===== config.mk =====
export PLATFORM = sky130hd
export DESIGN_NAME = tws_slave_rx
export DESIGN_NICKNAME = d
export VERILOG_FILES = /design/src/tws_pkg.sv /design/src/tws_sync.sv /design/src/tws_slave_rx.sv
export SDC_FILE = /design/constraint.sdc
export NUM_CORES = 1
export LEC_CHECK = 0
export BUFFER_PORTS_ARGS = -buffer_cell sky130_fd_sc_hd__buf_2
export CORE_AREA = 10 10 132 74
export DETAILED_ROUTE_END_ITERATION = 12
export DIE_AREA = 0 0 142 84
export PLACE_DENSITY_LB_ADDON = 0.08
export SYNTH_ARGS = -nofsm -noshare
export SYNTH_HDL_FRONTEND = slang
export SYNTH_HIERARCHICAL = 1
export SYNTH_SLANG_ARGS = --single-unit

===== constraint.sdc =====
create_clock -name aclk -period 2.9 [get_ports aclk]
set_input_delay 0.145 -clock aclk [delete_from_list [all_inputs] [get_ports aclk]]
set_output_delay 0.145 -clock aclk [all_outputs]
set_load 0.005 [all_outputs]

===== src/tws_pkg.sv =====
// Shared constants and types for the two-wire slave receiver.
// Assumes a 32-bit AXI4-Lite register bus and an open-drain bus pair.
package tws_pkg;

   // ----------------------------------------------------------------
   // Register map
   // ----------------------------------------------------------------
   localparam int ADDR_W = 4;                       // Byte address width.
   localparam logic [3:0] OFS_CONTROL = 4'h0;       // serial_control_reg.
   localparam logic [3:0] OFS_STATUS = 4'h4;        // serial_status_reg.
   localparam logic [3:0] OFS_DATA = 4'h8;          // serial_data_reg.
   localparam logic [3:0] OFS_OWN_ADDR = 4'hC;      // own_address_reg.

   // ----------------------------------------------------------------
   // Control register fields
   // ----------------------------------------------------------------
   localparam int CTL_FLAG = 7;                     // service_flag.
   localparam int CTL_ACK_EN = 6;                   // ack_enable.
   localparam int CTL_START = 5;                    // start_request.
   localparam int CTL_STOP = 4;                     // stop_request.
   localparam int CTL_WCOL = 3;                     // write_collision_flag.
   localparam int CTL_IF_EN = 2;                    // interface_enable.
   localparam int CTL_IRQ_EN = 0;                   // irq_enable.

   // ----------------------------------------------------------------
   // Reset values
   // ----------------------------------------------------------------
   localparam logic [7:0] RST_OWN_ADDR = 8'h00;     // No address, no call.
   localparam logic [7:0] RST_DATA = 8'hFF;         // Data register.
   localparam logic [7:0] RST_STATUS = 8'hF8;       // No relevant state.

   // ----------------------------------------------------------------
   // Status codes, prescaler bits zero
   // ----------------------------------------------------------------
   localparam logic [7:0] ST_OWN_W = 8'h60;         // Own address, write.
   localparam logic [7:0] ST_ARB_OWN_W = 8'h68;     // Same after lost arb.
   localparam logic [7:0] ST_GCALL = 8'h70;         // General call.
   localparam logic [7:0] ST_ARB_GCALL = 8'h78;     // Same after lost arb.
   localparam logic [7:0] ST_DATA_ACK = 8'h80;      // Own data, acked.
   localparam logic [7:0] ST_DATA_NACK = 8'h88;     // Own data, not acked.
   localparam logic [7:0] ST_GDATA_ACK = 8'h90;     // Call data, acked.
   localparam logic [7:0] ST_GDATA_NACK = 8'h98;    // Call data, not acked.
   localparam logic [7:0] GCALL_ADDR = 8'h00;       // general_call_addr.
   localparam logic [3:0] BITS_PER_BYTE = 4'h8;     // Bits before the ack.
   localparam logic [1:0] RESP_OKAY = 2'h0;         // AXI okay answer.
   localparam logic [1:0] RESP_SLVERR = 2'h2;       // AXI slave error.

   // Bus-side states of the receiver.
   typedef enum logic [2:0] {
      S_IDLE,    // Waiting for a start condition.
      S_ADDR,    // Shifting the address byte.
      S_AACK,    // Driving the address acknowledge.
      S_DATA,    // Shifting a data byte.
      S_DACK,    // Driving or withholding the data acknowledge.
      S_SVC,     // Clock held low until software services.
      S_SKIP     // Not addressed; ignore until the next start.
   } tws_state_t;

endpackage


===== src/tws_sync.sv =====
// Two-flop synchroniser for one bus line.
// Assumes the line idles high, so reset loads ones.
`timescale 1ns/100ps
module tws_sync (
   // Clock and reset.
   input wire logic aclk,
   input wire logic aresetn,
   // Asynchronous line in, synchronised level out.
   input wire logic d,
   output logic q
);

   // ----------------------------------------------------------------
   // Synchroniser stages
   // ----------------------------------------------------------------
   logic meta_q; // First stage, read only by the second.

   // Both stages reset to the idle level of the line.
   always_ff @(posedge aclk) begin
      if (!aresetn) begin
         meta_q <= 1'b1;
         q <= 1'b1;
      end else begin
         meta_q <= d;
         q <= meta_q;
      end
   end

endmodule


===== src/tws_slave_rx.sv =====
// Two-wire slave receiver with an AXI4-Lite register file.
// Assumes open-drain scl and sda resolved outside, one clock.
// Operation
// - Match upper seven own-address bits only
// - Low own-address bit enables general call
// - Direction bit zero selects receiving
// - Address with write sets flag, status
// - Lost arbitration then addressed gives 0x68/0x78
// - Cleared ack enable gives not-acknowledge next
// - Ack disabled: ignore address, keep monitoring
// - Sleeping, address match still wakes part
// - Hold clock low until flag cleared
// - Data register not updated while asleep
// - Own address acked reports 0x60
// - Lost arbitration, own address reports 0x68
// - General call acked reports 0x70
// - Lost arbitration, general call reports 0x78
// - Acked own data reports 0x80
// - Not-acked own data reports 0x88, then unaddressed
// - Start request then start when free; owed only when not-acked data ends addressed mode
// - Codes assume prescaler bits zero
//
// Implementation choices: the register addresses and the AXI4-Lite interface to the registers.
`timescale 1ns/100ps
module tws_slave_rx
   import tws_pkg::*;
(
   // Clock and reset.
   input wire logic aclk,
   input wire logic aresetn,
   // AXI4-Lite write channels.
   input wire logic [tws_pkg::ADDR_W-1:0] awaddr,
   input wire logic awvalid,
   output logic awready,
   input wire logic [31:0] wdata,
   input wire logic [3:0] wstrb,
   input wire logic wvalid,
   output logic wready,
   output logic [1:0] bresp,
   output logic bvalid,
   input wire logic bready,
   // AXI4-Lite read channels.
   input wire logic [tws_pkg::ADDR_W-1:0] araddr,
   input wire logic arvalid,
   output logic arready,
   output logic [31:0] rdata,
   output logic [1:0] rresp,
   output logic rvalid,
   input wire logic rready,
   // Open-drain bus lines.
   input wire logic scl_i,
   output logic scl_o,
   output logic scl_oe,
   input wire logic sda_i,
   output logic sda_o,
   output logic sda_oe,
   // Master-side and power-side hooks.
   input wire logic arb_lost,
   input wire logic sleep_deep,
   output logic wake_req,
   output logic start_issue
);
   import tws_pkg::*;

   // ----------------------------------------------------------------
   // State
   // ----------------------------------------------------------------
   typedef struct packed {
      tws_state_t st;       // Bus-side state.
      logic scl_p;          // Previous synchronised clock.
      logic sda_p;          // Previous synchronised data.
      logic [3:0] bitc;     // Bits shifted in this byte.
      logic [7:0] sh;       // Receive shift register.
      logic ack_q;          // Acknowledge the byte in flight.
      logic gc_q;           // Addressed by general call.
      logic arb_q;          // Arbitration was lost as master.
      logic drop_q;         // Leave addressed mode after service.
      logic sda_oe;         // Driving data low.
      logic scl_oe;         // Holding clock low.
      logic flag;           // service_flag.
      logic ack_en;         // ack_enable.
      logic start_req;      // start_request.
      logic stop_req;       // stop_request.
      logic wcol;           // write_collision_flag.
      logic if_en;          // interface_enable.
      logic irq_en;         // irq_enable.
      logic [7:0] status;   // Status code, low bits zero.
      logic [1:0] presc;    // Prescaler bits.
      logic [7:0] data;     // serial_data_reg.
      logic [7:0] own;      // own_address_reg.
      logic start_pend;     // Start owed once bus is free.
      logic start_issue;    // Start handed to the master side.
      logic wake;           // Wake pulse.
      logic aw_got;         // Write address held.
      logic [ADDR_W-1:0] awa; // Held write address.
      logic w_got;          // Write data held.
      logic [7:0] wd;       // Held write data byte.
      logic wen;            // Byte lane 0 strobe.
      logic bvalid;         // Write answer pending.
      logic [1:0] bresp;    // Write answer code.
      logic rvalid;         // Read answer pending.
      logic [7:0] rdata;    // Read answer data.
      logic [1:0] rresp;    // Read answer code.
   } tws_regs_t;

   tws_regs_t q, d;         // Registered state and its next value.
   logic scl_s, sda_s;      // Synchronised bus lines.
   logic scl_r, scl_f;      // Clock edges.
   logic start_c, stop_c;   // Bus conditions.
   logic own_hit, gc_hit;   // Address byte decode.

   // ----------------------------------------------------------------
   // Synchronisers
   // ----------------------------------------------------------------
   tws_sync u_scl (.aclk(aclk), .aresetn(aresetn), .d(scl_i), .q(scl_s));
   tws_sync u_sda (.aclk(aclk), .aresetn(aresetn), .d(sda_i), .q(sda_s));

   // Edges and conditions seen on the synchronised lines.
   assign scl_r = scl_s && !q.scl_p;
   assign scl_f = !scl_s && q.scl_p;
   assign start_c = scl_s && q.scl_p && q.sda_p && !sda_s;
   assign stop_c = scl_s && q.scl_p && !q.sda_p && sda_s;
   // Upper seven bits with write direction, or the enabled call.
   assign own_hit = (q.sh[7:1] == q.own[7:1]) && !q.sh[0];
   assign gc_hit = (q.sh == GCALL_ADDR) && q.own[0];

   // ----------------------------------------------------------------
   // Next-state logic
   // ----------------------------------------------------------------
   // Software accesses first, bus events after, so hardware sets win.
   always_comb begin
      d = q;
      d.scl_p = scl_s;
      d.sda_p = sda_s;
      d.start_issue = 1'b0;
      d.wake = 1'b0;
      if (arb_lost) begin
         d.arb_q = 1'b1;
      end
      // Write address and data are taken in either order.
      if (awvalid && !q.aw_got && !q.bvalid) begin
         d.aw_got = 1'b1;
         d.awa = awaddr;
      end
      if (wvalid && !q.w_got && !q.bvalid) begin
         d.w_got = 1'b1;
         d.wd = wdata[7:0];
         d.wen = wstrb[0];
      end
      // Both halves held: perform the write and answer.
      if (q.aw_got && q.w_got) begin
         d.aw_got = 1'b0;
         d.w_got = 1'b0;
         d.bvalid = 1'b1;
         d.bresp = RESP_OKAY;
         if (q.awa == OFS_CONTROL) begin
            if (q.wen) begin
               // Writing one clears the flag.
               if (q.wd[CTL_FLAG]) begin
                  d.flag = 1'b0;
               end
               d.ack_en = q.wd[CTL_ACK_EN];
               d.start_req = q.wd[CTL_START];
               d.stop_req = q.wd[CTL_STOP];
               d.if_en = q.wd[CTL_IF_EN];
               d.irq_en = q.wd[CTL_IRQ_EN];
            end
         end else if (q.awa == OFS_STATUS) begin
            // Only the prescaler bits are writable.
            if (q.wen) begin
               d.presc = q.wd[1:0];
            end
         end else if (q.awa == OFS_DATA) begin
            // Data may change only while the flag is set.
            if (q.wen && q.flag) begin
               d.data = q.wd;
               d.wcol = 1'b0;
            end else if (q.wen) begin
               d.wcol = 1'b1;
            end
         end else if (q.awa == OFS_OWN_ADDR) begin
            if (q.wen) begin
               d.own = q.wd;
            end
         end else begin
            d.bresp = RESP_SLVERR;
         end
      end
      if (q.bvalid && bready) begin
         d.bvalid = 1'b0;
      end
      // Read answer is registered one cycle after address acceptance.
      if (arvalid && !q.rvalid) begin
         d.rvalid = 1'b1;
         d.rresp = RESP_OKAY;
         if (araddr == OFS_CONTROL) begin
            d.rdata = {q.flag, q.ack_en, q.start_req, q.stop_req,
                       q.wcol, q.if_en, 1'b0, q.irq_en};
         end else if (araddr == OFS_STATUS) begin
            d.rdata = q.status | {6'h00, q.presc};
         end else if (araddr == OFS_DATA) begin
            d.rdata = q.data;
         end else if (araddr == OFS_OWN_ADDR) begin
            d.rdata = q.own;
         end else begin
            d.rdata = 8'h00;
            d.rresp = RESP_SLVERR;
         end
      end else if (q.rvalid && rready) begin
         d.rvalid = 1'b0;
      end
      // Bus side: disabled, start, stop, then per-state work.
      if (!q.if_en) begin
         d.st = S_IDLE;
         d.sda_oe = 1'b0;
         d.scl_oe = 1'b0;
      end else if (start_c && q.st != S_SVC) begin
         d.st = S_ADDR;
         d.bitc = 4'h0;
         d.sda_oe = 1'b0;
      end else if (stop_c) begin
         d.st = S_IDLE;
         d.sda_oe = 1'b0;
         d.scl_oe = 1'b0;
         d.arb_q = 1'b0;
         // The bus is free now: hand the owed start over.
         if (q.start_pend) begin
            d.start_pend = 1'b0;
            d.start_issue = 1'b1;
            d.start_req = 1'b0;
         end
      end else begin
         case (q.st)
            S_ADDR: begin
               if (scl_r) begin
                  d.sh = {q.sh[6:0], sda_s};
                  d.bitc = q.bitc + 4'h1;
               end else if (scl_f && q.bitc == BITS_PER_BYTE) begin
                  // Ack only with ack enabled; otherwise keep watching.
                  if (q.ack_en && (own_hit || gc_hit)) begin
                     d.sda_oe = 1'b1;
                     d.gc_q = gc_hit;
                     d.st = S_AACK;
                     d.wake = sleep_deep;
                  end else begin
                     d.st = S_SKIP;
                  end
               end
            end
            S_AACK: begin
               // End of the ack bit: report and stretch.
               if (scl_f) begin
                  d.sda_oe = 1'b0;
                  d.scl_oe = 1'b1;
                  d.flag = 1'b1;
                  d.drop_q = 1'b0;
                  d.arb_q = 1'b0;
                  d.st = S_SVC;
                  if (q.gc_q) begin
                     d.status = q.arb_q ? ST_ARB_GCALL : ST_GCALL;
                  end else begin
                     d.status = q.arb_q ? ST_ARB_OWN_W : ST_OWN_W;
                  end
               end
            end
            S_DATA: begin
               if (scl_r) begin
                  d.sh = {q.sh[6:0], sda_s};
                  d.bitc = q.bitc + 4'h1;
               end else if (scl_f && q.bitc == BITS_PER_BYTE) begin
                  // Released line means not-acknowledge.
                  d.sda_oe = q.ack_q;
                  d.st = S_DACK;
               end
            end
            S_DACK: begin
               if (scl_f) begin
                  d.sda_oe = 1'b0;
                  d.scl_oe = 1'b1;
                  d.flag = 1'b1;
                  d.drop_q = !q.ack_q;
                  d.st = S_SVC;
                  // Asleep the core clock is off: data is not captured.
                  if (!sleep_deep) begin
                     d.data = q.sh;
                  end
                  if (q.ack_q) begin
                     d.status = q.gc_q ? ST_GDATA_ACK : ST_DATA_ACK;
                  end else begin
                     d.status = q.gc_q ? ST_GDATA_NACK : ST_DATA_NACK;
                  end
               end
            end
            S_SVC: begin
               // Release the clock only once software clears the flag.
               if (!q.flag) begin
                  d.scl_oe = 1'b0;
                  d.bitc = 4'h0;
                  d.ack_q = q.ack_en;
                  if (q.drop_q) begin
                     d.st = S_SKIP;
                     d.start_pend = q.start_req;
                  end else begin
                     d.st = S_DATA;
                  end
               end
            end
            default: begin
               // Idle and skip wait for the next start.
               d.sda_oe = 1'b0;
            end
         endcase
      end
   end

   // ----------------------------------------------------------------
   // State register
   // ----------------------------------------------------------------
   always_ff @(posedge aclk) begin
      if (!aresetn) begin
         q <= '0;
         q.st <= S_IDLE;
         q.scl_p <= 1'b1;
         q.sda_p <= 1'b1;
         q.status <= RST_STATUS;
         q.data <= RST_DATA;
         q.own <= RST_OWN_ADDR;
      end else begin
         q <= d;
      end
   end

   // ----------------------------------------------------------------
   // Outputs
   // ----------------------------------------------------------------
   assign awready = !q.aw_got && !q.bvalid;
   assign wready = !q.w_got && !q.bvalid;
   assign bvalid = q.bvalid;
   assign bresp = q.bresp;
   assign arready = !q.rvalid;
   assign rvalid = q.rvalid;
   assign rresp = q.rresp;
   assign rdata = {24'h000000, q.rdata};
   assign scl_o = 1'b0;
   assign sda_o = 1'b0;
   assign scl_oe = q.scl_oe;
   assign sda_oe = q.sda_oe;
   assign wake_req = q.wake;
   assign start_issue = q.start_issue;
endmodule


==> out/qor.csv, run 1 <==
stage;metric;value;unit
timing;Setup WS post-layout;0.8004;ns
synthesis;count of cell types in the netlist;63;
global_routing;initial antenna violation count;0;
timing;fin crit share;72.40;%
timing;post-route clock skew;0.007582;ns
placement;HPWL Detailed;7481;um
routing;via/cell ratio;5.430;
routing;initial drt markers;265;
synthesis;Post-Syn Area;4153;um2
cells_and_area;fin area;4594;um2
global_routing;Overflow after GRT;0;
timing;Tmin final;2.100;ns
cells_and_area;antenna cells;0;
clock_tree;TritonCTS clock tree;yes;
routing;WL/cell;16.91;um
power_and_ir_drop;total power;2.562;mW
critical_path;CP startpoint kind;register;
synthesis;register area share after synthesis;41.46;%
global_routing;vias in the first global route;2953;
clock_tree;Post-CTS Resized;0;
floorplanning;chip height;84;um
power_and_ir_drop;VDD IR max;0.3518;mV
cells_and_area;synth-to-layout area growth;10.64;%
global_routing;gr usage total;16.42;%
global_routing;largest net degree at the start of global routing;54;
floorplanning;row count;23;
critical_path;critical path class;register to register;
floorplanning;full die area;11930;um2
synthesis;#FFs+latches synth;86;
critical_path;worst path bufs/invs;0;
routing;ANT nets after route;0;
worst_hold_path;Worst Hold Class;input pin to register;
clock_tree;clock slew at reported path FFs;0.06;ns
timing;Setup TNS;0;ns
cells_and_area;Core Util, Final;60.47;%
cells_and_area;nets@finish;549;
routing;total number of vias;3242;
critical_path;crit path capture type;register;
cells_and_area;most frequent cells in the layout;dfxtp_1 (86), nor2_1 (60), buf_2 (46), nand2_1 (43), mux2i_1 (31);
routing;top sig layer;met4;
routing;DR WL met3;885;um
critical_path;Worst EP required;3.18;ns
clock_tree;CTS Root Cell;clkbuf_16;
cells_and_area;Multi-input gate area;2118;um2
synthesis;Cells after Synth;461;
synthesis;Post-synth EDFFs;0;
placement;DP Worst Slack;0.8971;ns
global_routing;first-pass GRT wire length;15780;um
timing;setup repair after global routing missed its margin;false;
routing;drc violations;0;
synthesis;syn_area_per_cell;9.008;um2
critical_path;crit-path cells;nor2b_1 -> nand3_1 -> mux2_2 -> nor2_1;
power_and_ir_drop;Power Dens Cells;557.7;nW/um2
critical_path;Largest delay share family, worst path;simple AND/OR/NAND/NOR gates;
routing;Metal-1 WL;5330;um
timing;achievable frequency;476.3;MHz
clock_tree;clock latency on the worst-skew pair;0.34;ns
critical_path;CP arrival;2.38;ns
run;total of max-cap violations;0;
clock_tree;number of buffers created by CTS;9;
clock_tree;# H-tree levels;3;
critical_path;Crit Path Max Fanout;13;
synthesis;yosys synthesis warning count;6;
placement;routability cong.;0.8770;
floorplanning;initial core utilization;54.66;%
clock_tree;clk buf depth;2;
timing;Setup violations, final;0;
power_and_ir_drop;P_leak;1.990;nW
routing;DR WL met2;3776;um
critical_path;Slowest-stage cell, CP;dfxtp_1;
synthesis;Synth async-reset ratio;0;%
placement;Post-DP Area;4255;um2
cells_and_area;most common cell after layout, fill and taps aside;dfxtp_1;
clock_tree;total clock sinks;86;
cells_and_area;share of post-route cells with drive strength above 1;18.91;%
floorplanning;# IOs;102;
timing;Hold Vio Cnt, Final;0;
status;run status;complete, no violations;
cells_and_area;flip-flop and latch area;1722;um2
cells_and_area;fillers;688;
routing;DRT Pass-1 Iters;5;
synthesis;ys flop type;dfxtp_1;
timing;worst slew pin tran;0.6411;ns
routing;Detailed Route WL;10100;um
placement;Port Buffers;46;
critical_path;maximum single-stage delay on the critical path;0.58;ns
floorplanning;core box area;7597;um2
timing;Max Slew Vio Count;0;
timing;Max-Slew Margin vs Limit;57.14;%
floorplanning;Die Wd;142;um
-- flip-flops by register name, indices dropped and copies added, names as in the netlist --
register / count
bresp: 1
sda_oe: 1
rdata: 8
scl_oe: 1
u_scl/q: 1
start_issue: 1
bvalid: 1
u_scl/meta_q: 1
u_sda/q: 1
q: 66
rvalid: 1
rresp: 1
wake_req: 1
u_sda/meta_q: 1
-- layout make-up --
class	count	share of cell area, %
Clock buffer	11	5.501
Multi-Input combinational cell	332	46.11
Timing Repair Buffer	51	5.991
Inverter	12	0.9804
Tap cell	100	2.723
Clock inverter	5	1.225
Sequential cell	86	37.47
-- through the flow --
| stage | std cells | hold WS [ns] |
|---|---|---|
| 3_5_place_dp | 578 | 0.3337 |
| 2_1_floorplan | 488 | 0.2180 |
| 3_3_place_gp | 578 | 0.3264 |
| 6_report | 597 | 0.04072 |
| 4_1_cts | 597 | 0.02620 |
| 5_1_grt | 597 | 0.03914 |
-- path summary, 6_finish.rpt --
check / to / slack [ns] / start / cells past startpoint
max: q[79] / 0.80 / q[85] / 4
min reg2reg: u_sda/q / 0.41 / u_sda/meta_q / 1
max reg2reg: q[79] / 0.80 / q[85] / 4
min: q[15] / 0.04 / wdata[0] / 3
-- cells in the mapped netlist, types with 11 or more instances --
cell type / n / area, um2
clkbuf_1: 11 / 41.29
o21ai_0: 13 / 65.06
nor2_1: 60 / 225.2
buf_4: 39 / 292.8
mux2_2: 11 / 123.9
nand2b_1: 12 / 75.07
dfxtp_1: 86 / 1722
mux2i_1: 31 / 310.3
nand2_1: 43 / 161.4
inv_1: 12 / 45.04
nor3_1: 14 / 70.07
a21oi_1: 21 / 105.1
-- routing by layer --
layer,up-vias,GRT usage (%)
met5,-,0
met4,0,5.540
met3,9,6.023
met2,106,19.94
met1,1524,24.89
li1,1603,-
-- worst register-to-register path, cell delays in order, from the launching register on --
cell and delay, ns:
dfxtp_1 0.58, nor2b_1 0.38, nand3_1 0.53, mux2_2 0.48, nor2_1 0.07
-- where the power goes --
group / switching (mW) / leakage [nW] / internal [mW]
Sequential: 0.0248 / 0.698 / 1.21
Clock: 0.455 / 0.152 / 0.713
Combinational: 0.0982 / 1.14 / 0.0643
-- kinds of logic (layout without fill, tap and decap cells) --
| kind of cell | count (synthesis) | in the layout | synth area share, % |
|---|---|---|---|
| buffers and inverters | 70 | 79 | 9.972 |
| DFF | 86 | 86 | 41.46 |
| other | 1 | 28 | 0.09030 |
| adders and majority gates | 2 | 2 | 0.6025 |
| muxes | 48 | 48 | 13.71 |
| xor gates and xnor gates | 8 | 8 | 1.687 |
| and+or+nand+nor | 176 | 176 | 21.45 |
| AOI/OAI and AO/OA | 70 | 70 | 11.03 |
-- repair_timing --
action	4_1_cts	5_1_grt
buffers inserted	0	0
hold endpoints to repair	3	0
setup endpoints to repair	0	0
hold buffers	3	0
Power figures use the tool's default switching activity.
==> run 2, diff against run 1 <==
CORE_AREA = 10 10 137 76   (was 10 10 132 74)
DIE_AREA = 0 0 147 86   (was 0 0 142 84)
clock period = 2 ns   (was 2.9 ns; I/O delays follow)
==> out/qor.csv, run 2 (synthesized netlist as in run 1, its figures left out) <==
stage;metric;value;unit;change
critical_path;crit path capture;wake_req;;
floorplanning;row count;23;;unchanged
timing;Hold WS;0.05425;ns;+0.01353 ns
cells_and_area;nets@finish;576;;+4.9%
clock_tree;TritonCTS clock tree;yes;;
clock_tree;clk buf depth;2;;unchanged
timing;Max Slew Vio Count;0;;unchanged
routing;ANT nets after route;0;;unchanged
floorplanning;core box area;7914;um2;+4.2%
timing;achievable frequency;552.3;MHz;+16%
cells_and_area;antenna cells;0;;unchanged
floorplanning;# IOs;102;;unchanged
placement;Port Buffers;46;;unchanged
critical_path;R2R depth;5;;+1
routing;drc violations;0;;unchanged
critical_path;crit path from;q[76];;
global_routing;first-pass GRT wire length;16560;um;+4.9%
timing;Setup TNS;0;ns;unchanged
routing;initial drt markers;203;;-23%
run;total of max-cap violations;0;;unchanged
timing;Setup violations, final;0;;unchanged
clock_tree;total clock sinks;86;;unchanged
cells_and_area;Core Util, Final;61.28;%;+0.81 points
critical_path;Worst EP required;2.23;ns;-0.95 ns
cells_and_area;most common cell after layout, fill and taps aside;dfxtp_1;;
timing;post-route clock skew;0.004613;ns;-0.002969 ns
power_and_ir_drop;part of the power in registers;47.7;%;-0.4 points
timing;Hold Vio Cnt, Final;0;;unchanged
global_routing;Most Used Layer, Global Route;met2;;
clock_tree;# H-tree levels;3;;unchanged
critical_path;worst r2r dst;wake_req;;
cells_and_area;most frequent cells in the layout;dfxtp_1 (86), nor2_1 (60), buf_2 (46), nand2_1 (43), mux2i_1 (31);;
cells_and_area;share of post-route cells with drive strength above 1;20.23;%;+1.3 points
power_and_ir_drop;Combinational Power Share;6.8;%;+0.5 points
placement;HPWL Detailed;7190;um;-3.9%
power_and_ir_drop;P_leak;2.110;nW;+6.0%
clock_tree;clock latency on the worst-skew pair;0.34;ns;about the same
clock_tree;CTS Root Cell;clkbuf_16;;
cells_and_area;max FFs per register;66;;unchanged
power_and_ir_drop;VDD IR max;0.5402;mV;+54%
routing;Detailed Route WL;9849;um;-2.5%
timing;setup repair after global routing missed its margin;false;;
timing;Tmin final;1.811;ns;-0.2889 ns
routing;total number of vias;3289;;+1.4%
global_routing;initial antenna violation count;0;;unchanged
routing;WL/cell;15.49;um;-8.4%
cells_and_area;fin area;4850;um2;+5.6%
worst_hold_path;Hold Startpoint;arvalid;;
clock_tree;Setup Fix Bufs, Post-CTS;0;;unchanged
timing;Max-Slew Margin vs Limit;61.90;%;+4.8 points
power_and_ir_drop;Int Pwr;2.901;mW;+46%
global_routing;Overflow after GRT;0;;unchanged
critical_path;critical path class;register to register;;
global_routing;GR Util met1;20.58;%;-4.3 points
timing;fin crit share;90.53;%;+18 points
cells_and_area;synth-to-layout area growth;16.78;%;
floorplanning;chip height;86;um;+2.4%
power_and_ir_drop;Net Sw Frac;22.58;%;+0.041 points
global_routing;met3 GRT Util;6.184;%;+0.16 points
critical_path;R2R Setup Slk;0.19;ns;-0.61 ns
clock_tree;number of buffers created by CTS;9;;unchanged
critical_path;Crit Path Max Fanout;5;;-8
floorplanning;initial core utilization;52.47;%;-2.2 points
status;run status;complete, no violations;;
placement;Post-DP Area;4360;um2;+2.5%
routing;DRT Pass-1 Iters;4;;-1
global_routing;vias in the first global route;3320;;+12%
global_routing;largest net degree at the start of global routing;44;;-19%
critical_path;crit path capture type;register;;
critical_path;RR Startpoint;q[76];;
floorplanning;full die area;12640;um2;+6.0%
cells_and_area;fillers;739;;+7.4%
critical_path;CP startpoint kind;register;;
routing;via/cell ratio;5.171;;-4.8%
power_and_ir_drop;Power Dens Cells;772.7;nW/um2;+39%
cells_and_area;Biggest register;q;;
power_and_ir_drop;Clock Power Share;45.5;%;about the same
placement;routability cong.;0.8476;;-3.4%
power_and_ir_drop;total net switching power;0.8463;mW;+47%
critical_path;CP arrival;2.04;ns;-0.34 ns
global_routing;M2 GR Usage;24.38;%;+4.4 points
global_routing;gr usage total;15.94;%;-0.49 points
worst_hold_path;Worst Hold Class;input pin to register;;
floorplanning;Die Wd;147;um;+3.5%
clock_tree;clock slew at reported path FFs;0.06;ns;about the same
timing;worst slew pin tran;0.5684;ns;-0.07266 ns
-- run 2: metrics by stage --
step                setup WS (ns)  std cells  power (mW)
floorplan                  0.4654        488       2.010
global placement           0.2552        602       2.049
CTS                        0.2139        635       3.787
detailed placement         0.2393        602       2.052
global route              0.06122        636       3.903
finish                     0.1894        636       3.747
-- run 2: worst max-delay path: stages (launching register included) --
cell	delay, ns
dfxtp_1	0.37
xor2_1	0.18
nor4_1	0.34
a21o_1	0.24
nor2b_1	0.23
nor4bb_1	0.34
-- run 2: per-layer routing --
layer / vias up / wire length (um) / part of all wire, %
met1: 1551 / 4895 / 50
met2: 81 / 4316 / 44
met3: 6 / 588 / 6.0
met5: - / 0 / 0
li1: 1651 / - / -
met4: 0 / 48 / 0.49
-- run 2: power groups by stage --
stage	logic, mW	clock network [mW]	registers (mW)
floorplan	0.197	0	1.81
detailed placement	0.226	0	1.83
global route	0.287	1.82	1.79
finish	0.253	1.71	1.79
global placement	0.224	0	1.82
CTS	0.252	1.75	1.79
-- run 2: layout make-up --
class	count	area [um2]	share of cell area [%]
clock buffers	11	252.7	5.212
clock inverters	5	56.30	1.161
inverters	12	45.04	0.9288
multi-input cells	332	2118	43.68
flip-flops and latches	86	1722	35.50
well taps	112	140.1	2.890
repair buffers	78	515.5	10.63
-- run 2: timing repair --
item | 4_1_cts | 5_1_grt
hold buffers | 17 | 1
setup endpoints to repair | 0 | 0
endpoints found under the hold margin | 17 | 1
gates resized for setup | 0 | 0
-- run 2: worst min path at each step --
| stage | end | slack [ns] | cells after the start |
|---|---|---|---|
| floorplan | u_scl/meta_q | 0.17 | 1 |
| global placement | u_sda/meta_q | 0.28 | 2 |
| detailed placement | rvalid | 0.28 | 2 |
| CTS | bvalid | 0.003 | 3 |
| global route | rvalid | 0.05 | 3 |
| finish | rvalid | 0.05 | 3 |
==> run 3, diff against run 2 <==
SYNTH_HIERARCHICAL = not set   (was 1)
==> out/qor.csv, run 3 <==
stage;metric;value;unit;change
status;run status;complete, no violations;;
worst_hold_path;Worst Hold Class;input pin to register;;
power_and_ir_drop;total power;3.755;mW;+0.21%
clock_tree;clock slew at reported path FFs;0.06;ns;about the same
cells_and_area;synth-to-layout area growth;14.86;%;
timing;post-route clock skew;0.003512;ns;-0.001101 ns
timing;Hold Vio Cnt, Final;0;;unchanged
critical_path;crit path capture;q[40];;
cells_and_area;Core Util, Final;61.47;%;+0.19 points
synthesis;most frequent cell after synthesis;dfxtp_1;;
critical_path;CP arrival;2.03;ns;about the same
clock_tree;clock latency on the worst-skew pair;0.33;ns;about the same
global_routing;initial antenna violation count;0;;unchanged
critical_path;CP Depth;5;;unchanged
routing;ANT nets after route;0;;unchanged
synthesis;share of the synthesized area in the top cell type;40.65;%;-0.81 points
clock_tree;CTS Hold Bufs;12;;-5
placement;routability cong.;0.8825;;+4.1%
timing;Max-Slew Margin vs Limit;45.00;%;-17 points
global_routing;vias in the first global route;3221;;-3.0%
synthesis;synth top area cells;dfxtp_1 (41%), mux2i_1 (8.3%), buf_4 (6.7%);;
floorplanning;initial core utilization;53.52;%;+1.0 points
routing;DRT Pass-1 Iters;5;;+1
placement;HPWL Detailed;7251;um;+0.84%
routing;initial drt markers;225;;+11%
timing;Setup TNS;0;ns;unchanged
routing;total number of vias;3330;;+1.2%
synthesis;Post-synth EDFFs;0;;unchanged
routing;Detailed Route WL;9741;um;-1.1%
power_and_ir_drop;P_leak;2.136;nW;+1.2%
floorplanning;row count;23;;unchanged
clock_tree;TritonCTS clock tree;yes;;
cells_and_area;fillers;706;;-4.5%
critical_path;maximum single-stage delay on the critical path;0.60;ns;+0.23 ns
floorplanning;full die area;12640;um2;unchanged
routing;drc violations;0;;unchanged
synthesis;Post-Syn Area;4235;um2;+2.0%
clock_tree;Post-CTS Resized;0;;unchanged
critical_path;RR Startpoint;u_scl.q;;
critical_path;crit path from;u_scl.q;;
floorplanning;Die Wd;147;um;unchanged
critical_path;critical path class;register to register;;
routing;WL/cell;15.27;um;-1.4%
critical_path;worst r2r dst;q[40];;
timing;worst slew pin tran;0.8187;ns;+0.2503 ns
synthesis;yosys synthesis warning count;0;;-6
clock_tree;clk buf depth;2;;unchanged
timing;achievable frequency;551.6;MHz;-0.12%
global_routing;largest net degree at the start of global routing;44;;unchanged
synthesis;Cells after Synth;473;;+2.6%
clock_tree;total clock sinks;86;;unchanged
timing;Setup violations, final;0;;unchanged
cells_and_area;nets@finish;582;;+1.0%
timing;setup repair after global routing missed its margin;false;;
floorplanning;core box area;7914;um2;unchanged
timing;Tmin final;1.813;ns;+0.002151 ns
global_routing;first-pass GRT wire length;16090;um;-2.8%
critical_path;CP startpoint kind;register;;
cells_and_area;most common cell after layout, fill and taps aside;dfxtp_1;;
critical_path;worst path bufs/invs;0;;unchanged
cells_and_area;most frequent cells in the layout;dfxtp_1 (86), nand2_1 (63), nor2_1 (47), buf_2 (46), mux2i_1 (35);;
synthesis;Synth area leader;dfxtp_1;;
synthesis;ys flop type;dfxtp_1;;
worst_hold_path;Hold Startpoint;awaddr[1];;
run;total of max-cap violations;0;;unchanged
timing;Max Slew Vio Count;0;;unchanged
synthesis;register area share after synthesis;40.65;%;-0.81 points
critical_path;R2R depth;5;;unchanged
synthesis;top post-synthesis cells by count;dfxtp_1 (86), nand2_1 (63), nor2_1 (47);;
floorplanning;chip height;86;um;unchanged
global_routing;Overflow after GRT;0;;unchanged
cells_and_area;share of post-route cells with drive strength above 1;19.39;%;-0.84 points
critical_path;Crit Path Max Fanout;8;;+3
synthesis;count of cell types in the netlist;61;;-3.2%
routing;via/cell ratio;5.219;;+0.93%
critical_path;crit path capture type;register;;
critical_path;crit-path cells;nand2b_2 -> or4b_4 -> nor2_8 -> mux2i_1 -> nand2_1;;
critical_path;Largest delay share family, worst path;simple AND/OR/NAND/NOR gates;;
clock_tree;Setup Fix Bufs, Post-CTS;0;;unchanged
timing;fin crit share;90.64;%;+0.11 points
placement;Port Buffers;46;;unchanged
clock_tree;number of buffers created by CTS;9;;unchanged
floorplanning;# IOs;102;;unchanged
cells_and_area;antenna cells;0;;unchanged
cells_and_area;Biggest register;q;;
critical_path;R2R Setup Slk;0.19;ns;about the same
cells_and_area;max FFs per register;66;;unchanged
clock_tree;CTS Root Cell;clkbuf_16;;
synthesis;syn_area_per_cell;8.954;um2;-0.60%
power_and_ir_drop;Power Dens Cells;771.9;nW/um2;about the same
critical_path;Worst EP required;2.22;ns;about the same
power_and_ir_drop;VDD IR max;0.3879;mV;-28%
clock_tree;# H-tree levels;3;;unchanged
synthesis;#FFs+latches synth;86;;unchanged
critical_path;Slowest-stage cell, CP;or4b_4;;
synthesis;Synth async-reset ratio;0;%;unchanged
global_routing;gr usage total;15.38;%;-0.55 points
==> run 3: changes by cell type after synthesis, moves of 4 or more <==
cell | previous run | this run
mux2i_1 | 31 | 35
nor2_1 | 60 | 47
buf_2 | 3 | 8
nor3_1 | 14 | 8
buf_1 | 4 | 0
o21ai_0 | 13 | 7
nand2_1 | 43 | 63
==> run 3: power breakdown <==
group | internal (mW) | switching (mW)
clock network | 1.10 | 0.608
logic | 0.117 | 0.143
registers | 1.75 | 0.0358
total | 2.97 | 0.786
==> run 3: cell families after synthesis <==
logic type,synth area share (%)
simple gates,21.21
flops,40.65
compound gates,11.91
buf+inv,9.985
mux,14.12
xor+xnor,1.448
fa+ha+maj,0.5907
other cells,0.08854
==> run 3: worst min path at each step <==
stage	end	slack, ns	cells past startpoint
after floorplan	rvalid	0.20	1
after global placement	u_sda.meta_q	0.28	2
after detailed placement	rvalid	0.29	2
after CTS	q[27]	0.001	3
after global routing	q[25]	0.01	3
final	q[25]	0.01	3
==> run 3: layout make-up <==
cell class	count	area [um2]	share of cell area, %
clock buffer	10	239.0	4.913
clock inverter	2	60.06	1.235
inverter	13	48.80	1.003
multi-input combinational	342	2192	45.06
sequential	86	1722	35.39
tap	112	140.1	2.881
timing repair buffer	73	462.9	9.516
==> run 3: tightest hold or removal path, stage by stage <==
cell     delay (ns)
buf_2          0.08
mux2i_1        0.05
nor2_1         0.07
==> run 3: layer usage <==
metal / up-vias / part of all wire (%) / routed length, um / GRT usage, %
met4: 0 / 0.59 / 57 / 4.383
met5: - / 0 / 0 / 0
met2: 100 / 42 / 4131 / 22.94
met1: 1535 / 49 / 4777 / 20.35
li1: 1687 / - / - / -
met3: 8 / 8.0 / 775 / 5.713
==> run 3: through the flow <==
stage	instance area (um2)	std cells	hold WS [ns]	setup slack, ns
6_report	4865	638	0.01183	0.1872
5_1_grt	4865	638	0.01410	0.05333
4_1_cts	4865	638	0.001281	0.1725
3_5_place_dp	4446	614	0.2893	0.1806
3_3_place_gp	4446	614	0.2833	0.2179
2_1_floorplan	4337	500	0.1990	0.3468
